<file path="src/smr_pkg.sv">
// package for the stop mode release controller
// assumes a single system clock and a plain register port
package smr_pkg;
  // ***********************************************************
  // register offsets and fields
  // ***********************************************************
  localparam logic [3:0] OFS_SYS_CTRL_ONE = 4'h0;
  localparam logic [3:0] OFS_WARMUP_COUNT = 4'h1;
  localparam logic [3:0] OFS_WARMUP_CTRL = 4'h2;
  localparam logic [3:0] OFS_KEY_CTRL = 4'h3;
  localparam logic [3:0] OFS_STATUS = 4'h4;
  localparam int BIT_STOP = 7;
  localparam int BIT_RELEASE_MODE_SELECT = 6;
  localparam int BIT_VD_RESET_EN = 5;
  localparam int BIT_MODE_LO = 0;
  localparam int BIT_WARMUP_CLOCK_SELECT = 0;
  // ***********************************************************
  // reset values and counts
  // ***********************************************************
  localparam logic [7:0] RST_SYS_CTRL_ONE = 8'h00;
  localparam logic [7:0] RST_WARMUP_COUNT = 8'hff;
  localparam logic [7:0] RST_WARMUP_CTRL = 8'h00;
  localparam logic [7:0] RST_KEY_CTRL = 8'h00;
  // one machine cycle, in ns, at 125 MHz ref clock
  localparam int MACHINE_CYCLE_NS = 8;
  localparam int CLK_PERIOD_NS = 8;
  localparam int BLIND_CYCLES = (MACHINE_CYCLE_NS + CLK_PERIOD_NS - 1) / CLK_PERIOD_NS;
  localparam logic [3:0] BLIND_CNT = 4'(BLIND_CYCLES);
  // warm-up counter unit: ref clock cycles per warm-up tick
  localparam logic [7:0] WU_TICK_DIV = 8'h10;
  // ***********************************************************
  // modes
  // ***********************************************************
  typedef enum logic [1:0] {
    MODE_SINGLE_FAST = 2'h0,
    MODE_DUAL_FAST = 2'h1,
    MODE_LOW_SLOW = 2'h2
  } smr_mode_e;
endpackage

</file>
<file path="src/smr_stop_ctrl.sv">
// stop mode entry and release sequencer
// assumes synchronous pins and a one-cycle-latency register port
// Operation
// - writing one to the stop bit enters stop
// - in stop both oscillators halt and the core clock is gated
// - any reset ends stop; then warm-up and single-clock fast run
// - release select one means level release, zero means edge release
// - level mode: stop pin high releases stop
// - level mode: stop request ignored while pin is high
// - pin going low during warm-up does not re-enter stop
// - edge mode: rising pin edge releases stop
// - edge mode: stop entered even when pin is high
// - pin edge within one machine cycle of request is ignored
// - key wakeup releases at selectable high or low level
// - key returning during warm-up does not re-enter stop
// - detector reset ends stop and resets at once
// - detector recovery releases reset, warms up, fast single mode
// - detector recovery within one machine cycle of request ignored
// - restart oscillators, hold core during warm-up, then resume
// - prescaler and divider cleared when execution resumes
// - warm-up source follows clock used before stop
// - restart oscillators by prior mode
// - dual-clock fast: high clock feeds warm-up divider
// - irq pin may latch during stop; accepted after release
//
// The register offsets and the strobed register port were chosen for this implementation.
`timescale 1ns/10ps
module smr_stop_ctrl
  import smr_pkg::*;
(
  // clock and reset
  input wire logic ref_clk_i,
  input wire logic srst_i,
  // register port
  input wire logic [3:0] addr_i,
  input wire logic [7:0] wdata_i,
  input wire logic wr_i,
  input wire logic rd_i,
  output logic [7:0] rdata_o,
  // release sources
  input wire logic stop_pin_i,
  input wire logic key_i,
  input wire logic vd_low_i,
  input wire logic ext_reset_i,
  input wire logic irq_pin_i,
  // clock and core control
  output logic hf_osc_en_o,
  output logic lf_osc_en_o,
  output logic core_halt_o,
  output logic tg_clear_o,
  output logic sys_reset_o,
  output logic wu_src_hf_o,
  output logic irq_latch_o,
  output logic [1:0] run_mode_o
);
  // ***********************************************************
  // state and registers
  // ***********************************************************
  typedef enum logic [1:0] {ST_RUN, ST_STOP, ST_WARM, ST_RESET} smr_state_e;
  smr_state_e state;
  smr_state_e next_state;
  logic release_mode_select;
  logic vd_reset_en;
  logic [1:0] mode;
  logic [7:0] wu_count;
  logic [7:0] wu_ctrl;
  logic key_level;
  logic [3:0] blind;
  logic [1:0] held_mode;
  logic irq_latch;
  logic pin_rise;
  logic vd_high;
  logic vd_rise;
  logic wu_busy;
  logic wu_done;
  logic wu_start;
  logic any_reset;

  // ***********************************************************
  // decode
  // ***********************************************************
  wire wr_ctrl = wr_i & (addr_i == OFS_SYS_CTRL_ONE);
  wire wr_wcount = wr_i & (addr_i == OFS_WARMUP_COUNT);
  wire wr_wctrl = wr_i & (addr_i == OFS_WARMUP_CTRL);
  wire wr_key = wr_i & (addr_i == OFS_KEY_CTRL);
  wire new_release_mode_select = wdata_i[BIT_RELEASE_MODE_SELECT];
  // level mode refuses entry while the pin is high
  wire stop_req = wr_ctrl & wdata_i[BIT_STOP] & ~(new_release_mode_select & stop_pin_i);
  wire blind_on = (blind != 4'h0);
  wire pin_rel = release_mode_select ? stop_pin_i : (pin_rise & ~blind_on);
  wire key_rel = (key_i == key_level);
  // supply recovery is a release source too, blinded like the pin edge
  wire vd_rel = vd_rise & ~blind_on;
  wire any_rel = pin_rel | key_rel | vd_rel;
  wire vd_trip = vd_reset_en & vd_low_i;
  assign any_reset = ext_reset_i | vd_trip;
  assign vd_high = ~vd_low_i;

  smr_edge_det u_pin_edge (
    .ref_clk_i(ref_clk_i),
    .srst_i(srst_i),
    .level_i(stop_pin_i),
    .rise_o(pin_rise)
  );

  smr_edge_det u_vd_edge (
    .ref_clk_i(ref_clk_i),
    .srst_i(srst_i),
    .level_i(vd_high),
    .rise_o(vd_rise)
  );

  // ***********************************************************
  // warm-up counter
  // ***********************************************************
  assign wu_start = ((state == ST_STOP) & any_rel & ~any_reset)
                  | ((state == ST_RESET) & ~any_reset);
  smr_warmup_cnt u_warmup (
    .ref_clk_i(ref_clk_i),
    .srst_i(srst_i),
    .start_i(wu_start),
    .count_i(wu_count),
    .div_i(WU_TICK_DIV),
    .busy_o(wu_busy),
    .done_o(wu_done)
  );

  // ***********************************************************
  // next state
  // ***********************************************************
  // warm state ignores the stop pin and key, so a falling pin or key cannot re-stop
  always_comb begin
    next_state = state;
    unique case (state)
      ST_RUN: begin
        if (stop_req) begin
          next_state = ST_STOP;
        end
      end
      ST_STOP: begin
        if (wu_start) begin
          next_state = ST_WARM;
        end
      end
      ST_WARM: begin
        if (wu_done) begin
          next_state = ST_RUN;
        end
      end
      ST_RESET: begin
        if (wu_start) begin
          next_state = ST_WARM;
        end
      end
    endcase
    if (any_reset) begin
      next_state = ST_RESET;
    end
  end

  // ***********************************************************
  // registers and sequencing
  // ***********************************************************
  always_ff @(posedge ref_clk_i) begin
    if (srst_i) begin
      state <= ST_RESET;
      release_mode_select <= RST_SYS_CTRL_ONE[BIT_RELEASE_MODE_SELECT];
      vd_reset_en <= RST_SYS_CTRL_ONE[BIT_VD_RESET_EN];
      mode <= RST_SYS_CTRL_ONE[1:0];
      held_mode <= 2'h0;
      wu_count <= RST_WARMUP_COUNT;
      wu_ctrl <= RST_WARMUP_CTRL;
      key_level <= RST_KEY_CTRL[0];
      blind <= 4'h0;
      irq_latch <= 1'b0;
    end else begin
      state <= next_state;
      if (wr_ctrl) begin
        release_mode_select <= new_release_mode_select;
        vd_reset_en <= wdata_i[BIT_VD_RESET_EN];
        mode <= wdata_i[1:0];
      end
      if (wr_wcount) begin
        wu_count <= wdata_i;
      end
      if (wr_wctrl) begin
        wu_ctrl <= wdata_i;
      end
      if (wr_key) begin
        key_level <= wdata_i[0];
      end
      // blind window after a stop request
      if (stop_req & (state == ST_RUN)) begin
        blind <= BLIND_CNT;
        held_mode <= wr_ctrl ? wdata_i[1:0] : mode;
      end else if (blind_on) begin
        blind <= blind - 4'h1;
      end
      // reset start forces single-clock fast run afterwards
      if (state == ST_RESET) begin
        held_mode <= MODE_SINGLE_FAST;
        mode <= MODE_SINGLE_FAST;
      end
      // irq pin latches across stop; set wins over clear
      if (irq_pin_i) begin
        irq_latch <= 1'b1;
      end else if (rd_i & (addr_i == OFS_STATUS)) begin
        irq_latch <= 1'b0;
      end
    end
  end

  // ***********************************************************
  // outputs
  // ***********************************************************
  // enables follow the held mode while warming or in reset; both are off while stopped
  assign hf_osc_en_o = (state == ST_RUN) ? (mode != MODE_LOW_SLOW)
                     : (state != ST_STOP) & (held_mode != MODE_LOW_SLOW);
  assign lf_osc_en_o = (state == ST_RUN) ? (mode != MODE_SINGLE_FAST)
                     : (state != ST_STOP) & (held_mode != MODE_SINGLE_FAST);
  assign core_halt_o = (state != ST_RUN);
  assign tg_clear_o = (state == ST_WARM) & wu_done;
  assign sys_reset_o = (state == ST_RESET);
  // stop overrides the select field: use the clock that ran before
  assign wu_src_hf_o = (state == ST_WARM) ? (held_mode != MODE_LOW_SLOW)
                     : ~wu_ctrl[BIT_WARMUP_CLOCK_SELECT];
  assign irq_latch_o = irq_latch;
  assign run_mode_o = mode;

  // read mux, registered
  always_ff @(posedge ref_clk_i) begin
    if (srst_i) begin
      rdata_o <= 8'h00;
    end else if (rd_i) begin
      unique case (addr_i)
        OFS_SYS_CTRL_ONE: rdata_o <= {1'b0, release_mode_select, vd_reset_en, 3'h0, mode};
        OFS_WARMUP_COUNT: rdata_o <= wu_count;
        OFS_WARMUP_CTRL: rdata_o <= wu_ctrl;
        OFS_KEY_CTRL: rdata_o <= {7'h00, key_level};
        OFS_STATUS: rdata_o <= {3'h0, irq_latch, wu_busy, 1'b0, state};
        default: rdata_o <= 8'h00;
      endcase
    end else begin
      rdata_o <= 8'h00;
    end
  end
endmodule // smr_stop_ctrl

</file>
<file path="src/smr_edge_det.sv">
// rising edge detector for one input level
// assumes the input is already synchronous to ref_clk_i
`timescale 1ns/10ps
module smr_edge_det (
  // clock and reset
  input wire logic ref_clk_i,
  input wire logic srst_i,
  // level in, pulse out
  input wire logic level_i,
  output logic rise_o
);
  logic last;

  // remember last level; reset takes the input's own level so no false edge follows
  always_ff @(posedge ref_clk_i) begin
    if (srst_i) begin
      last <= level_i;
    end else begin
      last <= level_i;
    end
  end

  assign rise_o = level_i & ~last;
endmodule // smr_edge_det

</file>
<file path="src/smr_warmup_cnt.sv">
// warm-up counter: prescaled down counter
// assumes start_i is a one cycle pulse
`timescale 1ns/10ps
module smr_warmup_cnt
  import smr_pkg::*;
(
  // clock and reset
  input wire logic ref_clk_i,
  input wire logic srst_i,
  // control
  input wire logic start_i,
  input wire logic [7:0] count_i,
  input wire logic [7:0] div_i,
  // status
  output logic busy_o,
  output logic done_o
);
  logic [7:0] pre;
  logic [7:0] cnt;
  logic [7:0] div_lim;

  // zero divider is treated as one tick per cycle
  assign div_lim = (div_i == 8'h00) ? 8'h00 : div_i - 8'h01;

  // prescaler and tick counter
  always_ff @(posedge ref_clk_i) begin
    if (srst_i) begin
      pre <= 8'h00;
      cnt <= 8'h00;
      busy_o <= 1'b0;
      done_o <= 1'b0;
    end else begin
      done_o <= 1'b0;
      if (start_i) begin
        pre <= 8'h00;
        cnt <= count_i;
        busy_o <= 1'b1;
      end else if (busy_o) begin
        if (pre == div_lim) begin
          pre <= 8'h00;
          if (cnt == 8'h00) begin
            busy_o <= 1'b0;
            done_o <= 1'b1;
          end else begin
            cnt <= cnt - 8'h01;
          end
        end else begin
          pre <= pre + 8'h01;
        end
      end
    end
  end
endmodule // smr_warmup_cnt

</file>
<file path="config.mk">
export PLATFORM = sky130hd
export DESIGN_NAME = smr_stop_ctrl
export DESIGN_NICKNAME = d
export VERILOG_FILES = /design/src/smr_pkg.sv /design/src/smr_stop_ctrl.sv /design/src/smr_edge_det.sv /design/src/smr_warmup_cnt.sv
export SDC_FILE = /design/constraint.sdc
export NUM_CORES = 1
export LEC_CHECK = 0
export CORE_MARGIN = 2
export CORE_UTILIZATION = 41
export CTS_CLUSTER_SIZE = 40
export DETAILED_ROUTE_END_ITERATION = 8
export DONT_BUFFER_PORTS = 1
export PLACE_DENSITY = 0.66
export SLEW_MARGIN = 20
export SYNTH_ARGS = -nofsm -noshare
export SYNTH_HDL_FRONTEND = slang
export SYNTH_SLANG_ARGS = --single-unit
</file>
<file path="constraint.sdc">
create_clock -name ref_clk_i -period 4.7 [get_ports ref_clk_i]
set_input_delay 0.94 -clock ref_clk_i [delete_from_list [all_inputs] [get_ports ref_clk_i]]
set_output_delay 0.94 -clock ref_clk_i [all_outputs]
set_load 0.01 [all_outputs]
</file>
==> results.yml <==
run_status:
  outcome: "complete, no violations"
synth:
  yosys_warnings: 0
  netlist.area_leader.share: 0.4199
  synth_top_cell_by_area: "dfxtp_1"
  syn_nets: 330
  synth_area_leaders: "dfxtp_1 (42%), mux2i_1 (8.3%), nor2_1 (4.8%), nand2_1 (3.7%), a211oi_1 (3.3%)"
  synth_edf_count: 0
  ys_ff_latch: 58
  syn_area_sq_um: 2765
  synth.distinct_cells: 52
  async_flop_share: 0
  synthFlopType: "dfxtp_1"
  syn_inst: 304
  yosysSeqAreaShare: 0.4199
  avgSynthCellArea_sq_um: 9.096
placed_design:
  routabilityCongestion: 0.7879
  place_hpwl_um: 4567
  place_area_sq_um: 2794
  port_buffers: 0
timing:
  max_slew_margin: 0.3543
  tightest_slew_ns: 0.9551
  skew_ns: 0.009789
  max_freq_ghz: 0.3965
  finalSetupTns_ns: 0
  rsz0062_at_grt: "no"
  fin_crit_sh: 0.5366
  fin_crit_ns: 2.522
  hold_viol: 0
  slew_violations: 0
  setup_viol: 0
cells_and_area:
  fin_area_sq_um: 2985
  nets: 330
  nFillCells: 616
  antenna_cells: 0
  area_growth_pct: 7.964
  drive_above_1_share: 0.08469
cts:
  cts_tree: "done"
  cts_buffers: 9
  cts_setup_buffers: 0
  clkLatencyLatePin_ns: 0.34
  cts.sinks: 58
  clk_pin_slew_worst_paths_ns: 0.07
  root_buffer: "clkbuf_8"
  cts_resized: 0
  hold_buffers: 0
  clock_path_buffers: 2
  htree_levels: 3
power:
  p_leak_nw: 1.178
  switchingPower_mw: 0.3105
  peakVddDrop_v: 0.0002446
  p_int_mw: 0.8768
  combPwrFrac: 0.151
  powerDensity_nw_per_um2: 397.7
  p_clk_frac: 0.384
  swShare: 0.2615
  p_seq_frac: 0.465
critical_path:
  setup.worst_path.class: "flip-flop to primary output"
  startpoint: "state[1]$_SDFFE_PP1P_"
  cp-start-kind: "flip-flop"
  required_ns: 3.76
  r2r_start: "blind[0]$_SDFFE_PP0P_"
  cp_max_fo: 10
  cp.arrival_ns: 1.58
  worstSetupEndpointType: "primary output"
route:
  drt_first_pass_iters: 4
  vias: 2214
  wirelength_um: 6398
  drc: 0
  antenna_left: 0
  drtIter0Drc: 174
  wire_per_inst_um: 16.66
  via_per_inst: 5.766
global_route:
  grt_max_degree: 40
  grt_overflow: 0
  track_usage: 0.1868
  grt_antenna_before_repair: 0
  grt_pass1_vias: 2158
  grt_pass1_wl_um: 10700
floorplan:
  die_x_um: 86.13
  rows: 29
  io_pins: 38
  die_y_um: 86.13
  start_util: 0.4305
  coreArea_sq_um: 6422
  die_area_sq_um: 7418
job:
  max-cap-violations: 0
worst_hold_path:
  min-delay-path-class: "flip-flop to flip-flop"
  holdCritStartpoint: "wu_count[3]$_SDFFE_PP1P_"
-- placed cells by master, fill, tap and decap left out, types with 2 or more instances in the layout --
master / instances
a2111o_1: 2
a2111oi_0: 2
a211oi_1: 12
a21o_1: 2
a21oi_1: 13
a22oi_1: 5
a311oi_1: 3
and2_1: 3
clkbuf_8: 11
clkinv_2: 2
dfxtp_1: 58
ha_1: 5
inv_1: 10
mux2i_1: 23
nand2_1: 27
nand3_1: 10
nand4_1: 6
nand4b_1: 2
nor2_1: 35
nor2b_1: 10
nor3_1: 10
nor4_1: 4
nor4b_1: 4
o211a_1: 2
o21ai_0: 6
o2bb2ai_1: 2
o31ai_1: 2
or2_2: 2
or3_1: 6
xnor2_1: 6
xor2_1: 3
-- cells by family after synthesis --
logic type                 synth area share
buffers and inverters               0.03936
xor gates and xnor gates            0.02851
and+or+nand+nor                      0.2403
DFF                                  0.4199
AOI/OAI and AO/OA                    0.1661
adders and majority gates           0.02262
muxes                               0.08326
-- cell type report --
class / count / area [sq um] / share of cell area
flip-flops and latches: 58 / 1161 / 0.3889
clock buffers: 11 / 151.4 / 0.05071
multi-input cells: 224 / 1495 / 0.5008
well taps: 77 / 96.34 / 0.03227
inverters: 11 / 41.29 / 0.01383
clock inverters: 3 / 40.04 / 0.01341
-- final timing paths --
path | to | slack, ns | cells past startpoint
setup / recovery | wu_src_hf_o | 2.18 | 2
hold / removal | rdata_o[3]$_SDFF_PP0_ | 0.50 | 2
setup reg to reg | state[0]$_SDFFE_PP1P_ | 2.56 | 6
hold reg to reg | rdata_o[3]$_SDFF_PP0_ | 0.50 | 2
-- sequential cells by signal, indices dropped and copies added (netlist names) --
register             count
rdata_o                  8
u_warmup.cnt             8
u_warmup.pre             8
wu_count                 8
wu_ctrl                  8
blind                    4
held_mode                2
run_mode_o               2
state                    2
irq_latch_o              1
key_level                1
release_mode_select      1
u_pin_edge.last          1
u_vd_edge.last           1
u_warmup.busy_o          1
u_warmup.done_o          1
vd_reset_en              1
-- metal layers --
metal / wire length (um) / GRT usage
met5: 0 / 0
met4: 112 / 0.08947
met3: 325 / 0.06064
met2: 2772 / 0.2699
met1: 3189 / 0.2507
-- stage by stage --
stage / setup slack [ns] / hold slack, ns / std cells / power, mW / utilization
after floorplan: 2.504 / 0.4493 / 304 / 0.7189 / -
after global placement: 2.383 / 0.4662 / 370 / 0.7365 / 0.4350
after detailed placement: 2.339 / 0.4864 / 370 / 0.7431 / 0.4350
after CTS: 2.163 / 0.5029 / 384 / 1.195 / 0.4648
after global routing: 2.082 / 0.5238 / 384 / 1.241 / 0.4648
final: 2.178 / 0.5003 / 384 / 1.187 / 0.4648
-- power groups by stage --
stage	registers, mW	clock network, mW	logic, mW
5_1_grt	0.556	0.483	0.202
6_report	0.552	0.456	0.180
3_5_place_dp	0.562	0	0.181
3_3_place_gp	0.561	0	0.176
2_1_floorplan	0.551	0	0.168
4_1_cts	0.551	0.461	0.182
-- worst max-delay path, cell delays in order, from the launching register on --
cell     delay [ns]
dfxtp_1        0.57
nor2b_1        0.33
mux2i_1        0.36
-- cells in the mapped netlist (3+ instances only) --
cell	number
a22oi_1	5
a311oi_1	3
dfxtp_1	58
a211oi_1	12
and2_1	3
inv_1	10
ha_1	5
nand4_1	6
nand3_1	10
nor2_1	35
or3_1	6
nor3_1	10
nand2_1	27
a21oi_1	13
nor2b_1	10
mux2i_1	23
o21ai_0	6
nor4b_1	4
xnor2_1	6
xor2_1	3
clkbuf_1	5
nor4_1	4
No activity file was read; power rests on OpenSTA's default activity.
